$ cat src/logic/btc_pkg.sv
// Constants shared by the second buck regulator control registers.
// Assumes an I2C slave elsewhere turns bus transfers into register strobes.
package btc_pkg;

  // ****************************************************************
  // Register map
  // ****************************************************************
  localparam logic [7:0] BTC_ADDR_NORMAL  = 8'h35;
  localparam logic [7:0] BTC_ADDR_STANDBY = 8'h36;
  localparam logic [7:0] BTC_ADDR_SLEEP   = 8'h37;
  localparam logic [7:0] BTC_ADDR_MODE    = 8'h38;
  localparam logic [7:0] BTC_ADDR_CONFIG  = 8'h39;

  // ****************************************************************
  // Field layout and reset values
  // ****************************************************************
  localparam int         BTC_CODE_W      = 6;
  localparam int         BTC_RANGE_BIT   = 6;
  localparam int         BTC_MODE_W      = 4;
  localparam int         BTC_OMODE_BIT   = 5;
  localparam int         BTC_ILIM_BIT    = 0;
  localparam int         BTC_FREQ_LSB    = 2;
  localparam int         BTC_PHASE_LSB   = 4;
  localparam int         BTC_SPEED_LSB   = 6;
  localparam int         BTC_FIELD2_W    = 2;
  localparam logic [5:0] BTC_CODE_RST    = 6'h00;
  localparam logic [3:0] BTC_MODE_RST    = 4'h8;
  localparam logic [7:0] BTC_CONFIG_RST  = 8'h00;
  localparam logic [7:0] BTC_UNMAPPED_RD = 8'h00;

  // ****************************************************************
  // Output level in millivolts per code step
  // ****************************************************************
  localparam int         BTC_MV_W        = 12;
  localparam int         BTC_MV_LO_BASE  = 400;
  localparam int         BTC_MV_LO_STEP  = 25;
  localparam int         BTC_MV_HI_BASE  = 800;
  localparam int         BTC_MV_HI_STEP  = 50;
  localparam logic [5:0] BTC_HI_LAST_OK  = 6'h32;

  typedef enum logic [1:0] {
    BTC_NORMAL,
    BTC_STANDBY,
    BTC_SLEEP
  } btc_pstate_t;

endpackage

$ cat src/logic/btc_dec_if.sv
// Carries one set point code to the level decoder and the level back.
// Assumes both ends sit in the same clock domain.
interface btc_dec_if;
  logic [5:0]  code;
  logic        range;
  logic [11:0] mv;
  logic        reserved;

  modport user    (output code, output range, input mv, input reserved);
  modport decoder (input code, input range, output mv, output reserved);
endinterface

$ cat src/logic/btc_regs.sv
// Control register bank of the second buck regulator.
// Assumes the I2C slave gives one-cycle read and write strobes on mclk.
//
// How it works
// Register 0x35 keeps a writable six-bit normal set point, reset to zero.
// The range bit of 0x35 is read-only and loads only at start-up config.
// Register 0x36 keeps a writable six-bit standby set point, reset zero.
// Bit 6 of 0x36 and 0x37 reads back the same start-up range bit.
// Register 0x37 keeps a writable six-bit sleep set point, reset to zero.
// Register 0x38 keeps a writable four-bit mode code reset to 0x08.
// Bit 5 of 0x38 picks off (0) or pulse-frequency run (1) in sleep.
// Bit 0 of 0x39 selects the high (0) or low (1) current limit.
// Bits 3:2 of 0x39 select the switching frequency, reset zero.
// Bits 5:4 of 0x39 select the switching clock phase, reset zero.
// Bits 7:6 of 0x39 select the voltage ramp speed, reset zero.
// The host writes only codes 0 to 63 in the low range below 2.0 V.
// Level is 400 mV + 25 mV/step, or 800 mV + 50 mV/step to code 114.
// Unused bits of the set point and mode registers read zero.
module btc_regs (
  input  wire logic                  mclk,
  input  wire logic                  rst_n,
  input  wire logic [7:0]            reg_addr,
  input  wire logic [7:0]            reg_wdata,
  input  wire logic                  reg_wr,
  input  wire logic                  reg_rd,
  output logic      [7:0]            reg_rdata,
  output logic                       reg_rvalid,
  input  wire logic                  cfg_load,
  input  wire logic                  cfg_range,
  input  wire btc_pkg::btc_pstate_t  pwr_state,
  output logic      [6:0]            active_code,
  output logic      [11:0]           active_mv,
  output logic                       code_reserved,
  output logic      [3:0]            switching_mode_select,
  output logic                       regulator_off,
  output logic                       pfm_run,
  output logic                       current_limit_select,
  output logic      [1:0]            switch_frequency_select,
  output logic      [1:0]            phase_clock_select,
  output logic      [1:0]            voltage_ramp_speed
);
  import btc_pkg::*;

  // ****************************************************************
  // Register state
  // ****************************************************************
  logic [5:0] normal_q,   normal_d;
  logic [5:0] standby_q,  standby_d;
  logic [5:0] sleep_q,    sleep_d;
  logic [3:0] mode_q,     mode_d;
  logic       omode_q,    omode_d;
  logic [7:0] config_q,   config_d;
  logic       range_q,    range_d;
  logic [7:0] rdata_d;
  logic       rvalid_d;

  always_comb begin
    normal_d  = normal_q;
    standby_d = standby_q;
    sleep_d   = sleep_q;
    mode_d    = mode_q;
    omode_d   = omode_q;
    config_d  = config_q;
    // range bit has no host write path
    range_d   = cfg_load ? cfg_range : range_q;
    if (reg_wr) begin
      unique case (reg_addr)
        // normal set point write
        BTC_ADDR_NORMAL:  normal_d  = reg_wdata[BTC_CODE_W-1:0];
        // standby set point write
        BTC_ADDR_STANDBY: standby_d = reg_wdata[BTC_CODE_W-1:0];
        // sleep set point write
        BTC_ADDR_SLEEP:   sleep_d   = reg_wdata[BTC_CODE_W-1:0];
        // mode code and R7: sleep behaviour
        BTC_ADDR_MODE: begin
          mode_d  = reg_wdata[BTC_MODE_W-1:0];
          omode_d = reg_wdata[BTC_OMODE_BIT];
        end
        // current limit select, R9 R10 R11: config fields
        BTC_ADDR_CONFIG:  config_d  = reg_wdata;
        default: ;
      endcase
    end
  end

  // ****************************************************************
  // Read path
  // ****************************************************************
  // Reads are registered so data never glitches toward the I2C shifter.
  always_comb begin
    rvalid_d = reg_rd;
    rdata_d  = reg_rdata;
    if (reg_rd) begin
      unique case (reg_addr)
        // unused bits read zero, R4: range mirrored
        BTC_ADDR_NORMAL:  rdata_d = {1'b0, range_q, normal_q};
        BTC_ADDR_STANDBY: rdata_d = {1'b0, range_q, standby_q};
        BTC_ADDR_SLEEP:   rdata_d = {1'b0, range_q, sleep_q};
        BTC_ADDR_MODE:    rdata_d = {2'b00, omode_q, 1'b0, mode_q};
        BTC_ADDR_CONFIG:  rdata_d = config_q;
        default:          rdata_d = BTC_UNMAPPED_RD;
      endcase
    end
  end

  always_ff @(posedge mclk or negedge rst_n) begin
    if (!rst_n) begin
      normal_q   <= BTC_CODE_RST;
      standby_q  <= BTC_CODE_RST;
      sleep_q    <= BTC_CODE_RST;
      mode_q     <= BTC_MODE_RST;
      omode_q    <= 1'b0;
      config_q   <= BTC_CONFIG_RST;
      range_q    <= 1'b0;
      reg_rdata  <= 8'h00;
      reg_rvalid <= 1'b0;
    end else begin
      normal_q   <= normal_d;
      standby_q  <= standby_d;
      sleep_q    <= sleep_d;
      mode_q     <= mode_d;
      omode_q    <= omode_d;
      config_q   <= config_d;
      range_q    <= range_d;
      reg_rdata  <= rdata_d;
      reg_rvalid <= rvalid_d;
    end
  end

  // ****************************************************************
  // Regulator controls
  // ****************************************************************
  btc_dec_if dec ();

  btc_setpoint_decode u_decode (
    .dec (dec)
  );

  logic [5:0]  sel_code;
  logic [6:0]  act_code_d;
  logic        off_d;
  logic        pfm_d;

  // all three states share the start-up range bit
  always_comb begin
    off_d = 1'b0;
    pfm_d = 1'b0;
    unique case (pwr_state)
      BTC_NORMAL:  sel_code = normal_q;
      BTC_STANDBY: sel_code = standby_q;
      BTC_SLEEP: begin
        sel_code = sleep_q;
        // sleep behaviour
        off_d    = !omode_q;
        pfm_d    = omode_q;
      end
      default:     sel_code = normal_q;
    endcase
    act_code_d = {range_q, sel_code};
  end

  assign dec.code  = sel_code;
  assign dec.range = range_q;

  // The decoded level lags the state change by one cycle; the analog
  // ramp is far slower, so this costs nothing and keeps outputs clean.
  always_ff @(posedge mclk or negedge rst_n) begin
    if (!rst_n) begin
      active_code   <= 7'h00;
      active_mv     <= 12'h000;
      code_reserved <= 1'b0;
      regulator_off <= 1'b0;
      pfm_run       <= 1'b0;
    end else begin
      active_code   <= act_code_d;
      active_mv     <= dec.mv;
      code_reserved <= dec.reserved;
      regulator_off <= off_d;
      pfm_run       <= pfm_d;
    end
  end

  // R9: R10: R11: fields straight from flops
  assign switching_mode_select   = mode_q;
  assign current_limit_select    = config_q[BTC_ILIM_BIT];
  assign switch_frequency_select = config_q[BTC_FREQ_LSB +: BTC_FIELD2_W];
  assign phase_clock_select      = config_q[BTC_PHASE_LSB +: BTC_FIELD2_W];
  assign voltage_ramp_speed      = config_q[BTC_SPEED_LSB +: BTC_FIELD2_W];
endmodule

$ cat src/logic/btc_setpoint_decode.sv
// Maps a seven-bit set point (range bit and six-bit code) to millivolts.
// Assumes the caller registers the result; purely combinational.
module btc_setpoint_decode (
  btc_dec_if.decoder dec
);
  import btc_pkg::*;

  // code to level
  always_comb begin
    if (dec.range) begin
      dec.mv       = BTC_MV_W'(BTC_MV_HI_BASE +
                               BTC_MV_HI_STEP * int'(dec.code));
      dec.reserved = (dec.code > BTC_HI_LAST_OK);
    end else begin
      dec.mv       = BTC_MV_W'(BTC_MV_LO_BASE +
                               BTC_MV_LO_STEP * int'(dec.code));
      dec.reserved = 1'b0;
    end
  end

endmodule
$ cat config.mk
export PLATFORM = sky130hd
export DESIGN_NAME = btc_regs
export DESIGN_NICKNAME = d
export VERILOG_FILES = /design/src/logic/btc_pkg.sv /design/src/logic/btc_dec_if.sv /design/src/logic/btc_regs.sv /design/src/logic/btc_setpoint_decode.sv
export SDC_FILE = /design/constraint.sdc
export NUM_CORES = 1
export LEC_CHECK = 0
export ABC_AREA = 1
export BUFFER_PORTS_ARGS = -buffer_cell sky130_fd_sc_hd__buf_2
export CAP_MARGIN = 20
export CORE_MARGIN = 1
export CORE_UTILIZATION = 40
export CTS_CLUSTER_SIZE = 10
export DETAILED_ROUTE_END_ITERATION = 8
export PLACE_DENSITY = 0.66
export SLEW_MARGIN = 20
export SYNTH_ARGS = -nofsm -noshare
export SYNTH_HDL_FRONTEND = slang
export SYNTH_SLANG_ARGS = --single-unit
$ cat constraint.sdc
create_clock -name mclk -period 7.2 [get_ports mclk]
set_input_delay 0.36 -clock mclk [delete_from_list [all_inputs] [get_ports mclk]]
set_output_delay 0.36 -clock mclk [all_outputs]
set_load 0.005 [all_outputs]
# [Yosys cells after proc, flatten, opt, wreduce, memory -nomap -nowiden]
# Cells that the tools add are included.
[word_totals] word_cells=38 inputBits=24 ff_bits=63
[classes] n_eq_ne=7 n_addsub=2 reduce_logical=6 order_cmp=1 multipliers=2 muxes=6
[ops] operator="$eq 8x6->1 const B" n=5
[ops] operator="$pmux 8 s5" n=1
[ops] operator="$mul 5x6->11 const A" n=2
[ops] operator="$add 10x12->12 const A" n=1
[ops] operator="$add 11x12->12 const A" n=1
[ops] operator="$mux 12" n=1
[ops] operator="$pmux 6 s2" n=1
[ops] operator="$reduce_and 2->1" n=5
[ops] operator="$gt 6x6->1 const B" n=1
[ops] operator="$mux 1" n=3
[ops] operator="$eq 2x1->1 const B" n=1
[ops] operator="$eq 2x2->1 const B" n=1
[ops] operator="$logic_not 1->1" n=1

# [Logic depth before layout (Yosys ltp)]
[depth] depth_word=5 mapped_depth=22 ltp_nobuf=22

# [Modules after synthesis]
# Synthesis repeated with hierarchy kept, for this count alone.
[unflattened] hier_cells=472 hier_area_um2=4072.7
[by_module_without_submodules] module="btc_regs" cells_per_inst=283 seq_area_each_um2=1577.8 area_per_inst_um2=2807.7 n_inst=1
[by_module_without_submodules] module="btc_setpoint_decode" cells_per_inst=189 seq_area_each_um2=0.0 area_per_inst_um2=1265.0 n_inst=1

# [Worst setup path after synthesis]
# No wires, ideal clock.
[synth_timing] kind="input-to-reg" startpoint="in pwr_state[0]" endpoint="reg active_mv[10]" setup_time_ps=117 path_stages=17 arrival_time_ps=3164 slack_ps=3918 cell_sequence="inv_1 -> ha_1 -> inv_1 -> buf_4 -> o21ai_0 -> inv_1 -> ha_1 -> ha_1 -> ha_1 -> fa_1 -> ha_1 -> nand2_1 -> nand3_2 -> nand2_1 -> nand2_1 -> nand3_1 -> nand2_1"
[synth_between] elab_chain_len=5 elab_cells_between_ends=8 classes_between="add/sub (2); mul (2); eq/ne (2); mux (2)"
[synth_lines] element="from (decl)" line_no="btc_regs.sv:30" rtl="input wire btc_pkg::btc_pstate_t pwr_state,"
[synth_lines] element="$eq 2x2->1 or $eq 2x1->1 (tied branches)" line_no="btc_regs.sv:148" rtl="unique case (pwr_state)"
[synth_lines] element="$pmux 6 s2 (*)" line_no="btc_regs.sv:148"
[synth_lines] element="net dec.code[0]" line_no="btc_dec_if.sv:4" rtl="logic [5:0] code;"
[synth_lines] element="$mul 5x6->11" line_no="btc_setpoint_decode.sv:12, btc_setpoint_decode.sv:16"
[synth_lines] element="$add 10x12->12 or $add 11x12->12 (tied branches)" line_no="btc_setpoint_decode.sv:15, btc_setpoint_decode.sv:11"
[synth_lines] element="$mux 12 (*)" line_no="btc_setpoint_decode.sv:10" rtl="if (dec.range) begin"
[synth_lines] element="net dec.mv[10]" line_no="btc_dec_if.sv:6" rtl="logic [11:0] mv;"
[synth_lines] element="to (signal assigned)" line_no="btc_regs.sv:176" rtl="active_mv <= dec.mv;"
[synth_lines] element="to (decl)" line_no="btc_regs.sv:32" rtl="output logic [11:0] active_mv,"
# Mark *: on every way through the listed nets, which the timed path passes. The rest lies on a longest branch.
# A chain may end at the register's enable or synchronous reset.

# [Worst setup path after layout]
[layout_timing] startpoint="in pwr_state[0]" endpoint="reg active_mv[11]"
# Same word-level chain as after synthesis.

==> flow_summary.ini <==
[outcome]
status = completed

[synthesis]
synth.distinct_cells = 32
synth_top_family_by_area = simple AND/OR/NAND/NOR gates
synth.area.mux_share_pct = 0.857
synth_adder_area_share_pct = 9.50
yosys.area.top_type = dfrtp_1
synth_seq_cells = 63
syn_inst = 412
avgSynthCellArea_um2 = 8.51
synth_flop_cell = dfrtp_1
ys_async_sr_fraction_pct = 100
synth_compound_area_share_pct = 11.9
synth_area_leaders = dfrtp_1, nand2_1, ha_1
synth_edf_count = 0
synth-simple-area-share_pct = 22.8
synth_top_area_share_pct = 44.3
ys.warnings.count = 0
syn_nets = 462
synth_xor_area_share_pct = 1.21
ys_seq_area_share_pct = 45.0
synthesis.area_um2 = 3500

[critical_path]
cpPeakStageDelay_ns = 0.36
reg2reg_slack_ns = 3.87
r2r_cells = 15
r2r_end = active_mv[11]
critPathArrivalTime_ns = 3.74
critPathKind = in -> reg
startpoint_type = input port
cp-end-kind = flop
required_ns = 7.42
crit_start = pwr_state[0]
r2r-start = standby_q[2]
crit_path_end = active_mv[11]
cp_max_fo = 11
cp_cell_sequence = buf_2 > inv_1 > ha_1 > inv_1 > o221ai_1 > o21ai_0 > inv_1 > ha_1 > ha_1 > ha_1 > ha_1 > nand2_1 > nor2_1 > nand2_1 > nand3_1 > nand2_1 > nand2_1 > nand3_1 > nand3_1 > nand2_1
worst_path_max_delay_cell = ha_1

[die]
die_x_um = 95.6
die_area_um2 = 9140
pin_count = 66
rows = 33
fp.dieH_um = 95.6
initial_core_util_pct = 42.0
core_um2 = 8340

[pwr]
p_sw_uw = 235
ir_drop_v = 0.0000930
p_comb_share_pct = 15.3
p_seq_share_pct = 45.0
p_per_area_nw_per_um2 = 214
swShare_pct = 26.9
power.leakage_nw = 2.30
p_int_uw = 637
clock_power_share_pct = 39.7

[placed_design]
io_buffers = 65
place_congestion = 0.830
dpl_cell_area_um2 = 3860
hpwl_um = 5740

[finish]
layout_commonest_cell = nand2_1
fin_nets = 525
drive_gt1_share_pct = 25.6
final-seq-area_um2 = 1580
design_area_um2 = 4080
antenna_cells = 0
fill_cells = 817
area_growth_pct = 16.5
final_cell_mix = nand2_1, buf_2, dfrtp_1, inv_1, o21ai_0
multi_input_area_um2 = 1620

[routing]
drt_pass1_iterations = 4
first_iter_violations = 158
ant_nets = 0
routed_wl_um = 7550
post_drt_wl_per_cell_um = 12.9
via_count = 2860
viasPerCell = 4.89
drcViolationCount = 0

[sta]
finalHoldViolCount = 0
slew_violations = 0
fmax_mhz = 285
rsz0062_at_grt = false
clock_skew_ns = 0.0102
setup_tns_ns = 0
post-route-period-util_pct = 48.8
worst_slew_pin_slew_ns = 0.784
post-route-min-period_ns = 3.51
setup_violations = 0
maxSlewHeadroom_pct = 47.7

[clocking]
cts_sinks = 63
holdBufCountCts = 0
post_cts.repair.setup_buffers = 0
clkLatencyLatePin_ns = 0.34
cts_buffers = 9
cts.clk_slew.worst_paths_ns = 0.08
cts_tree = yes
clockRootBuffer = clkbuf_8
h-tree-depth = 3
cts.repair.resized = 0
cts_buffer_depth = 2

[grt]
grt_pass1_wl_um = 12600
grt_pass1_vias = 2710
grt_util_all_layers_pct = 18.3
antenna_found_initial = 0
grt_max_degree = 64
grt-ovfl-total = 0

[flow_run]
maxCapViolations = 0

[min_path]
worstHoldPathType = in -> async
-- kinds of logic after synthesis --
| logic type | count (synthesis) |
|---|---|
| adders and majority gates | 26 |
| DFF | 63 |
| buffers and inverters | 65 |
| and+or+nand+nor | 191 |
| xor gates and xnor gates | 4 |
| muxes | 2 |
| AOI/OAI and AO/OA | 61 |
-- state kept, by name, summed over array words and instances (netlist names) --
signal and count:
reg_rdata 8, pfm_run 1, active_mv 12, active_code 7, normal_q 6, standby_q 6
regulator_off 1, switching_mode_select 4, config_q 8, code_reserved 1, dec.range 1, reg_rvalid 1
sleep_q 6, omode_q 1
-- worst min-delay path by stage --
stage	endpoint	slack, ns	cells after the start
after floorplan	active_code[0]	0.06	0
after global placement	standby_q[5]	0.46	2
after detailed placement	reg_rdata[4]	0.47	2
after CTS	config_q[7]	0.21	2
after global routing	config_q[7]	0.22	2
final	reg_rdata[6]	0.18	2
-- synthesized netlist by cell type, types with 2 or more instances --
cell	count
nand2_1	130
dfrtp_1	62
inv_1	47
o21ai_0	26
ha_1	25
o21ai_2	25
nor2_1	23
nand3_1	20
buf_4	9
nor3_1	6
a21oi_1	4
nand2_2	4
buf_6	3
inv_2	3
nand3_2	3
mux2_4	2
nand4_1	2
o211ai_1	2
o21a_1	2
xnor2_1	2
-- layer usage --
metal	share of wire, %	track usage (%)
met5	0	0
met4	2.0	7.96
met2	45	28.0
met1	48	24.7
met3	5.2	4.31
-- power by group through the flow --
stage,Sequential [mW],Combinational (mW),Clock [mW]
after global placement,0.398,0.132,0
after floorplan,0.398,0.0846,0
after CTS,0.392,0.136,0.354
final,0.392,0.134,0.346
after global routing,0.395,0.156,0.368
after detailed placement,0.399,0.135,0
-- critical path, delay by kind of cell --
family	cells	cell delay, ns
AOI/OAI and AO/OA	2	0.38
buffers and inverters	4	0.57
and+or+nand+nor	9	0.78
adders and majority gates	5	1.63
-- final cells by class --
class,instances,area share (%)
clock buffers,11,3.46
multi-input cells,284,39.8
inverters,51,4.75
repair buffers,66,8.15
clock inverters,5,1.99
well taps,105,3.22
flip-flops and latches,63,38.7
-- through the flow --
step	hold slack, ns	cells	utilization (%)	power, mW	setup WS, ns
floorplan	0.0644	412	-	0.483	3.92
global placement	0.465	569	46.3	0.530	3.44
detailed placement	0.468	569	46.3	0.534	3.36
CTS	0.207	585	48.9	0.882	3.71
global route	0.223	585	48.9	0.919	3.34
finish	0.181	585	48.9	0.871	3.69
Note: power is estimated with default switching activity, not from simulation.
